## config.mk

```make
export PLATFORM = sky130hd
export DESIGN_NAME = rmc_regs
export DESIGN_NICKNAME = d
export VERILOG_FILES = /design/src/rmc_pkg.sv /design/src/rmc_regs.sv /design/src/rmc_settle_timer.sv
export SDC_FILE = /design/constraint.sdc
export NUM_CORES = 1
export LEC_CHECK = 0
export BUFFER_PORTS_ARGS = -buffer_cell sky130_fd_sc_hd__buf_2
export CELL_PAD_IN_SITES_DETAIL_PLACEMENT = 1
export CELL_PAD_IN_SITES_GLOBAL_PLACEMENT = 1
export CORE_MARGIN = 2
export CORE_UTILIZATION = 40
export CTS_BUF_LIST = sky130_fd_sc_hd__clkbuf_2 sky130_fd_sc_hd__clkbuf_4 sky130_fd_sc_hd__clkbuf_8
export DETAILED_ROUTE_END_ITERATION = 10
export MAX_ROUTING_LAYER = met4
export PLACE_DENSITY_LB_ADDON = 0.1
export SKIP_LAST_GASP = 1
export SYNTH_ARGS = -nofsm -noshare
export SYNTH_HDL_FRONTEND = slang
export SYNTH_HIERARCHICAL = 1
export SYNTH_SLANG_ARGS = --single-unit
```

## constraint.sdc

```tcl
create_clock -name i_clk -period 2.6 [get_ports i_clk]
set_input_delay 0.39 -clock i_clk [delete_from_list [all_inputs] [get_ports i_clk]]
set_output_delay 0.39 -clock i_clk [all_outputs]
set_load 0.02 [all_outputs]
```

## src/rmc_pkg.sv

```systemverilog
// Package for the miscellaneous radio configuration register bank.
// Assumes a byte-wide register port driven by the serial framing logic on the system clock.
package rmc_pkg;
    localparam int ADDR_W = 6;
    localparam logic [5:0] OFF_PWR_SAVE = 6'h2e;
    localparam logic [5:0] OFF_CARRIER_OVR = 6'h2f;
    localparam logic [5:0] OFF_CLK_MANUAL = 6'h32;
    localparam logic [5:0] OFF_CLK_GATE = 6'h33;
    localparam logic [5:0] OFF_SETTLE_CNT = 6'h38;
    localparam logic [5:0] OFF_ID_BYTE0 = 6'h3c;
    localparam logic [5:0] OFF_ID_BYTE1 = 6'h3d;
    localparam logic [5:0] OFF_ID_BYTE2 = 6'h3e;
    localparam logic [5:0] OFF_ID_BYTE3 = 6'h3f;
    localparam int CTRL_BIT = 7;
    localparam logic [7:0] RST_PWR_SAVE = 8'h00;
    localparam logic [7:0] RST_CARRIER_OVR = 8'h00;
    localparam logic [7:0] RST_CLK_MANUAL = 8'h00;
    localparam logic [7:0] RST_CLK_GATE = 8'h00;
    localparam logic [7:0] RST_SETTLE_CNT = 8'h64;
    localparam int ID_W = 30;
    localparam int CLK_PERIOD_NS = 10;
    localparam int SETTLE_STEP_NS = 2000;
    localparam int SETTLE_STEP_CYCLES = SETTLE_STEP_NS / CLK_PERIOD_NS;
    typedef enum logic [1:0] {
        RMC_ST_IDLE = 2'b00,
        RMC_ST_WAIT = 2'b01,
        RMC_ST_LOCKED = 2'b11
    } rmc_lock_st_t;
endpackage

```

## src/rmc_regs.sv

```systemverilog
// Miscellaneous radio configuration register bank: power saving, carrier override,
// manual clock registers, synthesizer settle count and the read-only part identifier.
// Assumes the serial framing logic presents single-cycle read and write strobes on i_clk,
// and that the analog control bits arrive as levels from the same clock domain.
//
// Operation
// - A set power-saving bit switches off unused radio circuitry.
// - Power-saving writes take effect only while the analog write-enable bit is set.
// - The carrier override bit forces carrier detect and is writable only while write-enable is set.
// - In automatic synthesizer mode without the lock pin, lock is declared after count times 2 us.
// - The top two bits of the 32-bit identifier always read as zero.
// - The 30-bit identifier is visible only while the identifier read-enable bit is set.
// - The identifier bytes are read-only and writes leave them unchanged.
// - Identifier bytes map most to least significant onto 0x3f down to 0x3c.
`timescale 1ns/1ps
`default_nettype none
module rmc_regs #(
    parameter int STEP_CYCLES = rmc_pkg::SETTLE_STEP_CYCLES
) (
    input wire logic i_clk,
    input wire logic i_srst,
    input wire logic i_wr_stb,
    input wire logic i_rd_stb,
    input wire logic [5:0] i_addr,
    input wire logic [7:0] i_wdata,
    input wire logic i_gate_wr_en,
    input wire logic i_id_rd_en,
    input wire logic [29:0] i_part_id,
    input wire logic i_synth_manual,
    input wire logic i_use_lock_pin,
    input wire logic i_synth_start,
    input wire logic i_pll_lock,
    output logic [7:0] o_rdata,
    output logic o_power_save,
    output logic o_carrier_override,
    output logic [7:0] o_clk_manual,
    output logic [7:0] o_clk_gate,
    output logic [7:0] o_settle_count,
    output logic o_id_powered,
    output logic o_synth_locked
);
    logic pll_meta_q;
    logic pll_sync_q;
    logic timed_mode;
    logic [31:0] id_word;

    function automatic logic hit(input logic [5:0] a, input logic [5:0] off);
        hit = (a == off);
    endfunction

    assign timed_mode = !i_synth_manual && !i_use_lock_pin;
    // Identifier word: top two bits are hard zero, low bits gated by read-enable.
    assign id_word = {2'b00, i_id_rd_en ? i_part_id : 30'h00000000};

    ////////////////////////////////////////////////////////////////////////////
    // Gated control bits; reserved bits are not stored and read back as zero.
    always_ff @(posedge i_clk)
    begin
        if (i_srst)
        begin
            o_power_save <= rmc_pkg::RST_PWR_SAVE[rmc_pkg::CTRL_BIT];
            o_carrier_override <= rmc_pkg::RST_CARRIER_OVR[rmc_pkg::CTRL_BIT];
        end
        else if (i_wr_stb && i_gate_wr_en)
        begin
            if (hit(i_addr, rmc_pkg::OFF_PWR_SAVE))
                o_power_save <= i_wdata[rmc_pkg::CTRL_BIT];
            if (hit(i_addr, rmc_pkg::OFF_CARRIER_OVR))
                o_carrier_override <= i_wdata[rmc_pkg::CTRL_BIT];
        end
    end

    // Clock registers stay at their reset value until the host loads them after each reset.
    always_ff @(posedge i_clk)
    begin
        if (i_srst)
        begin
            o_clk_manual <= rmc_pkg::RST_CLK_MANUAL;
            o_clk_gate <= rmc_pkg::RST_CLK_GATE;
            o_settle_count <= rmc_pkg::RST_SETTLE_CNT;
        end
        else if (i_wr_stb)
        begin
            if (hit(i_addr, rmc_pkg::OFF_CLK_MANUAL))
                o_clk_manual <= i_wdata;
            if (hit(i_addr, rmc_pkg::OFF_CLK_GATE))
                o_clk_gate <= i_wdata;
            if (hit(i_addr, rmc_pkg::OFF_SETTLE_CNT))
                o_settle_count <= i_wdata;
        end
    end

    ////////////////////////////////////////////////////////////////////////////
    // Identifier fuses draw power only while read-enable is on, so this output gates them.
    always_ff @(posedge i_clk)
    begin
        if (i_srst)
            o_id_powered <= 1'b0;
        else
            o_id_powered <= i_id_rd_en;
    end

    // Read data is held until the next read strobe; unmapped offsets read zero.
    always_ff @(posedge i_clk)
    begin
        if (i_srst)
            o_rdata <= 8'h00;
        else if (i_rd_stb)
        begin
            case (i_addr)
                rmc_pkg::OFF_PWR_SAVE: o_rdata <= {o_power_save, 7'h00};
                rmc_pkg::OFF_CARRIER_OVR: o_rdata <= {o_carrier_override, 7'h00};
                rmc_pkg::OFF_CLK_MANUAL: o_rdata <= o_clk_manual;
                rmc_pkg::OFF_CLK_GATE: o_rdata <= o_clk_gate;
                rmc_pkg::OFF_SETTLE_CNT: o_rdata <= o_settle_count;
                rmc_pkg::OFF_ID_BYTE0: o_rdata <= id_word[7:0];
                rmc_pkg::OFF_ID_BYTE1: o_rdata <= id_word[15:8];
                rmc_pkg::OFF_ID_BYTE2: o_rdata <= id_word[23:16];
                rmc_pkg::OFF_ID_BYTE3: o_rdata <= id_word[31:24];
                default: o_rdata <= 8'h00;
            endcase
        end
    end

    ////////////////////////////////////////////////////////////////////////////
    // The lock pin is analog and asynchronous to the system clock.
    always_ff @(posedge i_clk)
    begin
        if (i_srst)
        begin
            pll_meta_q <= 1'b0;
            pll_sync_q <= 1'b0;
        end
        else
        begin
            pll_meta_q <= i_pll_lock;
            pll_sync_q <= pll_meta_q;
        end
    end

    rmc_settle_timer #(
        .STEP_CYCLES(STEP_CYCLES)
    ) u_settle (
        .i_clk(i_clk),
        .i_srst(i_srst),
        .i_start(i_synth_start),
        .i_count(o_settle_count),
        .i_timed_mode(timed_mode),
        .i_pll_lock_s(pll_sync_q),
        .o_locked(o_synth_locked)
    );

    ////////////////////////////////////////////////////////////////////////////
    pwr_write_a: assert property (@(posedge i_clk) disable iff (i_srst)
        i_wr_stb && i_gate_wr_en && (i_addr == rmc_pkg::OFF_PWR_SAVE) |=> o_power_save == $past(i_wdata[7]))
        else $error("enabled power-saving write not stored");

    pwr_gated_a: assert property (@(posedge i_clk) disable iff (i_srst)
        i_wr_stb && !i_gate_wr_en && (i_addr == rmc_pkg::OFF_PWR_SAVE) |=> $stable(o_power_save))
        else $error("power-saving write accepted while disabled");

    carrier_write_a: assert property (@(posedge i_clk) disable iff (i_srst)
        i_wr_stb && (i_addr == rmc_pkg::OFF_CARRIER_OVR)
        |=> o_carrier_override == ($past(i_gate_wr_en) ? $past(i_wdata[7]) : $past(o_carrier_override)))
        else $error("carrier override write gating wrong");

    power_flag_a: assert property (@(posedge i_clk) disable iff (i_srst)
        $rose(o_power_save) |-> $past(i_wr_stb && i_gate_wr_en && i_addr == rmc_pkg::OFF_PWR_SAVE))
        else $error("power saving set without an enabled write");

    id_top_a: assert property (@(posedge i_clk) disable iff (i_srst)
        i_rd_stb && (i_addr == rmc_pkg::OFF_ID_BYTE3) |=> o_rdata[7:6] == 2'b00)
        else $error("identifier top bits not zero");

    id_hidden_a: assert property (@(posedge i_clk) disable iff (i_srst)
        i_rd_stb && !i_id_rd_en && (i_addr[5:2] == 4'hf) |=> o_rdata == 8'h00)
        else $error("identifier visible without read-enable");

    id_bytes_a: assert property (@(posedge i_clk) disable iff (i_srst)
        i_rd_stb && i_id_rd_en && (i_addr == rmc_pkg::OFF_ID_BYTE2) |=> o_rdata == $past(i_part_id[23:16]))
        else $error("identifier byte order wrong");

    id_low_a: assert property (@(posedge i_clk) disable iff (i_srst)
        i_rd_stb && i_id_rd_en && (i_addr == rmc_pkg::OFF_ID_BYTE0) |=> o_rdata == $past(i_part_id[7:0]))
        else $error("identifier low byte misplaced");

    id_readonly_a: assert property (@(posedge i_clk) disable iff (i_srst)
        i_wr_stb && (i_addr[5:2] == 4'hf) |=> $stable(o_clk_manual) && $stable(o_settle_count)
        && $stable(o_power_save))
        else $error("write to identifier changed state");

    // Plain registers take every write; only the two control bits are gated.
    clk_manual_a: assert property (@(posedge i_clk) disable iff (i_srst)
        i_wr_stb && (i_addr == rmc_pkg::OFF_CLK_MANUAL) |=> o_clk_manual == $past(i_wdata))
        else $error("manual clock override write not stored");

    clk_gate_a: assert property (@(posedge i_clk) disable iff (i_srst)
        i_wr_stb && (i_addr == rmc_pkg::OFF_CLK_GATE) |=> o_clk_gate == $past(i_wdata))
        else $error("manual clock gate write not stored");

    settle_write_a: assert property (@(posedge i_clk) disable iff (i_srst)
        i_wr_stb && (i_addr == rmc_pkg::OFF_SETTLE_CNT) |=> o_settle_count == $past(i_wdata))
        else $error("settle count write not stored");

    carrier_gated_a: assert property (@(posedge i_clk) disable iff (i_srst)
        i_wr_stb && !i_gate_wr_en && (i_addr == rmc_pkg::OFF_CARRIER_OVR) |=> $stable(o_carrier_override))
        else $error("carrier override write accepted while disabled");

    // The fuse power output lags read-enable by exactly one cycle.
    id_power_a: assert property (@(posedge i_clk) disable iff (i_srst)
        1'b1 |=> o_id_powered == $past(i_id_rd_en))
        else $error("identifier power does not follow read-enable");

    // Two synchroniser flops plus the output flop: lock follows the pin three cycles late.
    pin_lock_a: assert property (@(posedge i_clk) disable iff (i_srst)
        !timed_mode && !$past(i_srst) && !$past(i_srst, 2)
        |=> o_synth_locked == $past(i_pll_lock, 3))
        else $error("lock output does not follow the synchronised pin");
endmodule
`default_nettype wire

```

## src/rmc_settle_timer.sv

```systemverilog
// Synthesizer settle timer: counts the settle value in fixed steps after a start pulse.
// Assumes the lock pin is already synchronised and start comes from logic on i_clk.
`timescale 1ns/1ps
`default_nettype none
module rmc_settle_timer #(
    parameter int STEP_CYCLES = rmc_pkg::SETTLE_STEP_CYCLES
) (
    input wire logic i_clk,
    input wire logic i_srst,
    input wire logic i_start,
    input wire logic [7:0] i_count,
    input wire logic i_timed_mode,
    input wire logic i_pll_lock_s,
    output logic o_locked
);
    rmc_pkg::rmc_lock_st_t state_q;
    logic [7:0] steps_q;
    logic [15:0] pre_q;
    logic step_tick;

    assign step_tick = (pre_q == 16'(STEP_CYCLES - 1));

    ////////////////////////////////////////////////////////////////////////////
    always_ff @(posedge i_clk)
    begin
        if (i_srst)
        begin
            state_q <= rmc_pkg::RMC_ST_IDLE;
            steps_q <= 8'h00;
            pre_q <= 16'h0000;
        end
        else
        begin
            case (state_q)
                rmc_pkg::RMC_ST_IDLE,
                rmc_pkg::RMC_ST_LOCKED:
                begin
                    if (i_start)
                    begin
                        state_q <= rmc_pkg::RMC_ST_WAIT;
                        steps_q <= i_count;
                        pre_q <= 16'h0000;
                    end
                end
                rmc_pkg::RMC_ST_WAIT:
                begin
                    // Each count is one full step; a count of zero locks at once.
                    if (steps_q == 8'h00)
                        state_q <= rmc_pkg::RMC_ST_LOCKED;
                    else if (step_tick)
                    begin
                        pre_q <= 16'h0000;
                        steps_q <= steps_q - 8'h01;
                    end
                    else
                        pre_q <= pre_q + 16'h0001;
                end
                default:
                    state_q <= rmc_pkg::RMC_ST_IDLE;
            endcase
        end
    end

    // Outside timed mode the lock pin decides, so the timer result is only used when timed.
    always_ff @(posedge i_clk)
    begin
        if (i_srst)
            o_locked <= 1'b0;
        else if (i_timed_mode)
            o_locked <= (state_q == rmc_pkg::RMC_ST_LOCKED) && !i_start;
        else
            o_locked <= i_pll_lock_s;
    end

    ////////////////////////////////////////////////////////////////////////////
    settle_hold_a: assert property (@(posedge i_clk) disable iff (i_srst)
        i_start && i_timed_mode && (i_count != 8'h00) ##1 i_timed_mode [*8] |=> !o_locked)
        else $error("locked before settle delay elapsed");

    settle_done_a: assert property (@(posedge i_clk) disable iff (i_srst)
        i_start && i_timed_mode && (i_count == 8'h01) ##1 (!i_start && i_timed_mode) [*8]
        |-> ##[190:200] o_locked)
        else $error("one-step settle did not lock in time");
endmodule
`default_nettype wire

```

---- Word level (Yosys, flattened, before mapping) ----
Index checks and enable logic that the tools add are counted.
storage, ports and cells
  register bits ........................... 64
  latch bits .............................. 0
  memory bits (writable) .................. 0
  ROM bits ................................ 0
  bits of input ports ..................... 54
  output and inout bits ................... 36
  memories ................................ 0
cells by class
  $add $sub $neg .......................... 2
  multiply operators ...................... 0
  div/mod/pow operators ................... 0
  magnitude comparators ................... 0
  equality and inequality tests ........... 16
  shift operators ......................... 0
  muxes and demuxes ....................... 14
  bitwise operators ....................... 0
  reduce and logical (&&, ||, !) cells .... 18
operators by type and width
  operator                                                count
  case mux 8 bit (9 select lines)                         1
  == test 6 bit (second input constant)                   9
  2-to-1 mux 16 bit                                       3
  case mux 16 bit (2 select lines)                        1
  2-to-1 mux 30 bit                                       1
  2-to-1 mux 8 bit                                        3
  adder 16 x 1 -> 16 bit (second input constant)          1
  == test 16 x 8 -> 1 bit (second input constant)         1
  case mux 8 bit (2 select lines)                         1
  AND reduction 2 bit                                     6
  zero test 8 bit                                         1
  subtractor 8 x 1 -> 8 bit (second input constant)       1
  2-to-1 mux 2 bit                                        2
  inequality test 2 x 1 -> 1 bit (second input constant)  2
  inequality test 2 bit (second input constant)           2
  case mux 2 bit (2 select lines)                         1
  AND reduction 4 bit                                     1
  logical AND 1 bit                                       3
  zero test 1 bit                                         3
  AND reduction 3 bit                                     1
  == test 2 x 1 -> 1 bit (second input constant)          1
  == test 2 bit (second input constant)                   1
  zero test 2 bit                                         1
  nonzero test 2 bit                                      1
  other kinds (2)                                         2

---- Longest topological paths before layout ----
  depth after elaboration ................. 4
  gate-level depth with buffers ........... 8

---- By module ----
Netlist, hierarchy kept.
by module, submodules not included
  module            instances  cells each  area each (µm²)  sequential area each (µm²)
  rmc_regs          1          227         1860.5           740.7
  rmc_settle_timer  1          195         1630.3           540.5

---- Worst setup path before layout ----
Ideal clock, no wire load.
  kind .................................... reg2reg
  start point ............................. reg u_settle.pre_q[0]
  end point ............................... reg u_settle.steps_q[3]
  library setup time ...................... 0.122 ns
  data arrival time ....................... 1.694 ns
  required time ........................... 2.478 ns
  setup slack ............................. 0.784 ns
  stages on the path, launching flop included .. 7
  path buffers ............................ 0
  cells stage by stage .................... dfxtp_1 -> ha_1 -> nor3b_1 -> nand4_1 -> nor4_1 -> a2111oi_1 -> a311o_1
between the ends
  cells in the longest elaborated chain, start to end .. 3
RTL lines
  element                                   line                    source
  start: declaration                        rmc_settle_timer.sv:18  logic [15:0] pre_q;
  start signal: assignment                  rmc_settle_timer.sv:56  pre_q <= pre_q + 16'h0001;
  == test 16 x 8 -> 1 bit                   rmc_settle_timer.sv:21  assign step_tick = (pre_q == 16'(STEP_CYCLES - 1));
  inequality test 2 x 1 -> 1 bit (no line)  --
  AND reduction 4 bit (no line)             --
  end signal: assignment                    rmc_settle_timer.sv:41  steps_q <= i_count;
  end signal: assignment                    rmc_settle_timer.sv:53  steps_q <= steps_q - 8'h01;
  end: declaration                          rmc_settle_timer.sv:17  logic [7:0] steps_q;
No other way between the ends.
A chain may end at the register's enable or synchronous reset.

---- Final worst setup path ----
Same ends and word-level chain as after synthesis.

==> impl_metrics.ini <==
[synth]
syn-cell-area_um2 = 3491
avgSynthCellArea_um2 = 8.272
yosysSeqAreaShare_pct = 36.70
ys_warn_count = 6
synthArstFlopShare_pct = 0
yosys_most_used_dff = dfxtp_1
yosys_register_bits = 64
syn_nets = 482
ys_types = 62
syn-instance-count = 422
synth_edf_count = 0

[floorplanning]
chipWidth_um = 97.42
start_util_pct = 40.62
num_io_pins = 90
fp.dieArea_um2 = 9491
fp.dieH_um = 97.42
row_count = 34
coreArea_um2 = 8593

[final_layout]
fill_cells = 1085
final_common_cell = buf_2
area_delta_synth_final_pct = 21.29
mostFrequentLayoutCells = buf_2, dfxtp_1, nand2_1
multiInputGateArea_um2 = 2061
nets = 568
antenna_cells = 0
drive_gt1_share_pct = 25.93
seqCellArea_um2 = 1281
post-route-util_pct = 49.27

[clock_tree]
cts.sinks = 64
clock_latency_ps = 340
ctsHtreeMaxLevel = 3
clkTransAtPathRegs_ps = 80
cts_hold_buf = 0
cts_root_buf = clkbuf_8
cts_buffer_depth = 2
cts_buffers = 9
cts_setup_buffers = 0
post_cts_resized = 0
tritoncts = done

[drt]
routed_wl_um = 11200
ant_nets = 0
dr.pass1.iters = 5
first_iter_violations = 129
drc = 0
via_count = 3585
viasPerCell = 5.773
avgRoutedWirePerCell_um = 18.04

[worst_setup_path]
cp.required_ps = 2830
crit_path_cell_trace = ha_1, nor3b_1, nand4_1, nor4_1, a2111oi_1, a311o_1
r2r_slack_ps = 420
critical_path_arrival_ps = 2410
worstPathMaxFanout = 5
worstSetupStartpointType = register
critPathKind = register to register
crit_slowest_cell = dfxtp_1
cpPeakStageDelay_ps = 430
crit_family = simple AND/OR/NAND/NOR gates
cp-end-kind = register
cp_num_buf_inv = 0

[global_routing]
grt_pass1_vias = 3711
grt_pass1_wl_um = 18420
antenna_found_initial = 0
grt_max_degree = 56
grt_use_total_pct = 24.62
grt_overflow = 0

[sta]
worst-slew-pin-transition_ps = 658.4
setup_violations = 0
fin_skew_ps = 10.91
finalCritPeriodShare_pct = 83.82
slew_viol_final = 0
fin_tns_setup_ps = 0
finalHoldViolations = 0
grt_setup_unrepaired = false
timing.fmax_mhz = 458.9
max_slew_margin_pct = 55.92
period_needed_ps = 2179

[job]
maxCapViolCount = 0

[power]
swShare_pct = 35.94
p_leak_nw = 1.672
seqPwrFrac_pct = 36.0
ir_worst_vdd_mv = 0.3558
p_clk_share_pct = 32.1
power.density_nw_per_um2 = 727.3
power_frac_comb_pct = 31.8
power_switching_mw = 1.107
intPower_mw = 1.973

[placed_design]
hpwlAfterDp_um = 8369
portBuffers = 89
gp_congestion = 0.8413

[status]
status = finished clean

[min_path]
hold_path_class = input port to register
[synth_stat cells (3+ instances only)]
library cell,instances,area (um2)
o21ai_0,10,50.05
nor2_1,37,138.9
nand3_1,30,150.1
nor2b_1,6,37.54
and3_1,5,31.28
a311oi_1,5,43.79
nand4_1,16,100.1
a221oi_1,5,43.79
buf_2,5,25.02
mux2i_1,15,150.1
a22oi_1,5,37.54
a211oi_1,5,37.54
nor2_2,3,18.77
nand2_1,54,202.7
clkbuf_1,9,33.78
buf_4,4,30.03
xor2_1,6,52.55
a31oi_1,7,43.79
nor3_1,14,70.07
and4_2,3,30.03
nand3b_1,4,30.03
a22o_1,5,43.79
inv_1,10,37.54
ha_1,6,75.07
dfxtp_1,64,1281
nand2b_1,4,25.02
a21oi_1,38,190.2
[metrics by stage]
stage | instance area (um2) | power [mW] | setup WS (ps) | std cells | hold WS, ps
floorplan | 3491 | 1.839 | 784.4 | 422 | 413.8
finish | 4234 | 3.079 | 420.7 | 621 | 253.2
detailed placement | 4005 | 2.118 | 478.2 | 605 | 427.0
CTS | 4234 | 3.115 | 443.1 | 621 | 236.0
global placement | 4005 | 2.080 | 560.4 | 605 | 416.1
global route | 4234 | 3.277 | 216.5 | 621 | 252.0
[registers in the layout (all words and copies together) (netlist names)]
| register | count |
|---|---|
| pll_meta_q | 1 |
| u_settle/state_q | 2 |
| u_settle/pre_q | 16 |
| u_settle/o_locked | 1 |
| u_settle/steps_q | 8 |
| o_id_powered | 1 |
| o_carrier_override | 1 |
| o_rdata | 8 |
| o_clk_gate | 8 |
| pll_sync_q | 1 |
| o_power_save | 1 |
| o_settle_count | 8 |
| o_clk_manual | 8 |
[logic make-up after synthesis]
group / share of synthesized area [%]
multiplexers: 4.946
AO/OA/AOI/OAI: 19.18
flip-flops: 36.70
buffers and inverters: 4.265
AND/OR/NAND/NOR: 30.75
XOR/XNOR: 2.007
adder cells (fa/ha/maj): 2.150
[cell type report]
cell class / count / area share, %
Sequential cell: 64 / 30.26
Clock buffer: 10 / 3.251
Tap cell: 108 / 3.191
Clock inverter: 6 / 2.157
Timing Repair Buffer: 95 / 11.58
Multi-Input combinational cell: 328 / 48.67
Inverter: 10 / 0.8865
[power by group through the flow]
| stage | Combinational [mW] | Sequential (mW) | Clock, mW |
|---|---|---|---|
| 3_5_place_dp | 0.986 | 1.13 | 0 |
| 6_report | 0.981 | 1.11 | 0.989 |
| 5_1_grt | 1.10 | 1.12 | 1.06 |
| 3_3_place_gp | 0.951 | 1.13 | 0 |
| 2_1_floorplan | 0.724 | 1.11 | 0 |
| 4_1_cts | 0.992 | 1.11 | 1.01 |
[final timing paths]
kind / startpoint / endpoint / cells past startpoint
setup reg to reg: u_settle/pre_q[0] / u_settle/steps_q[3] / 6
hold reg to reg: pll_meta_q / pll_sync_q / 1
hold / removal: i_pll_lock / pll_meta_q / 2
setup / recovery: u_settle/pre_q[0] / u_settle/steps_q[3] / 6
[metal layers]
layer	wire [um]	share of wire [%]	vias up	GRT usage, %
met5	0	0	-	-
met4	193	1.7	0	8.547
met3	434	3.9	14	4.964
met2	5736	51	78	42.23
met1	4839	43	1760	28.72
li1	-	-	1733	-
(Power assumes the default switching activity.)
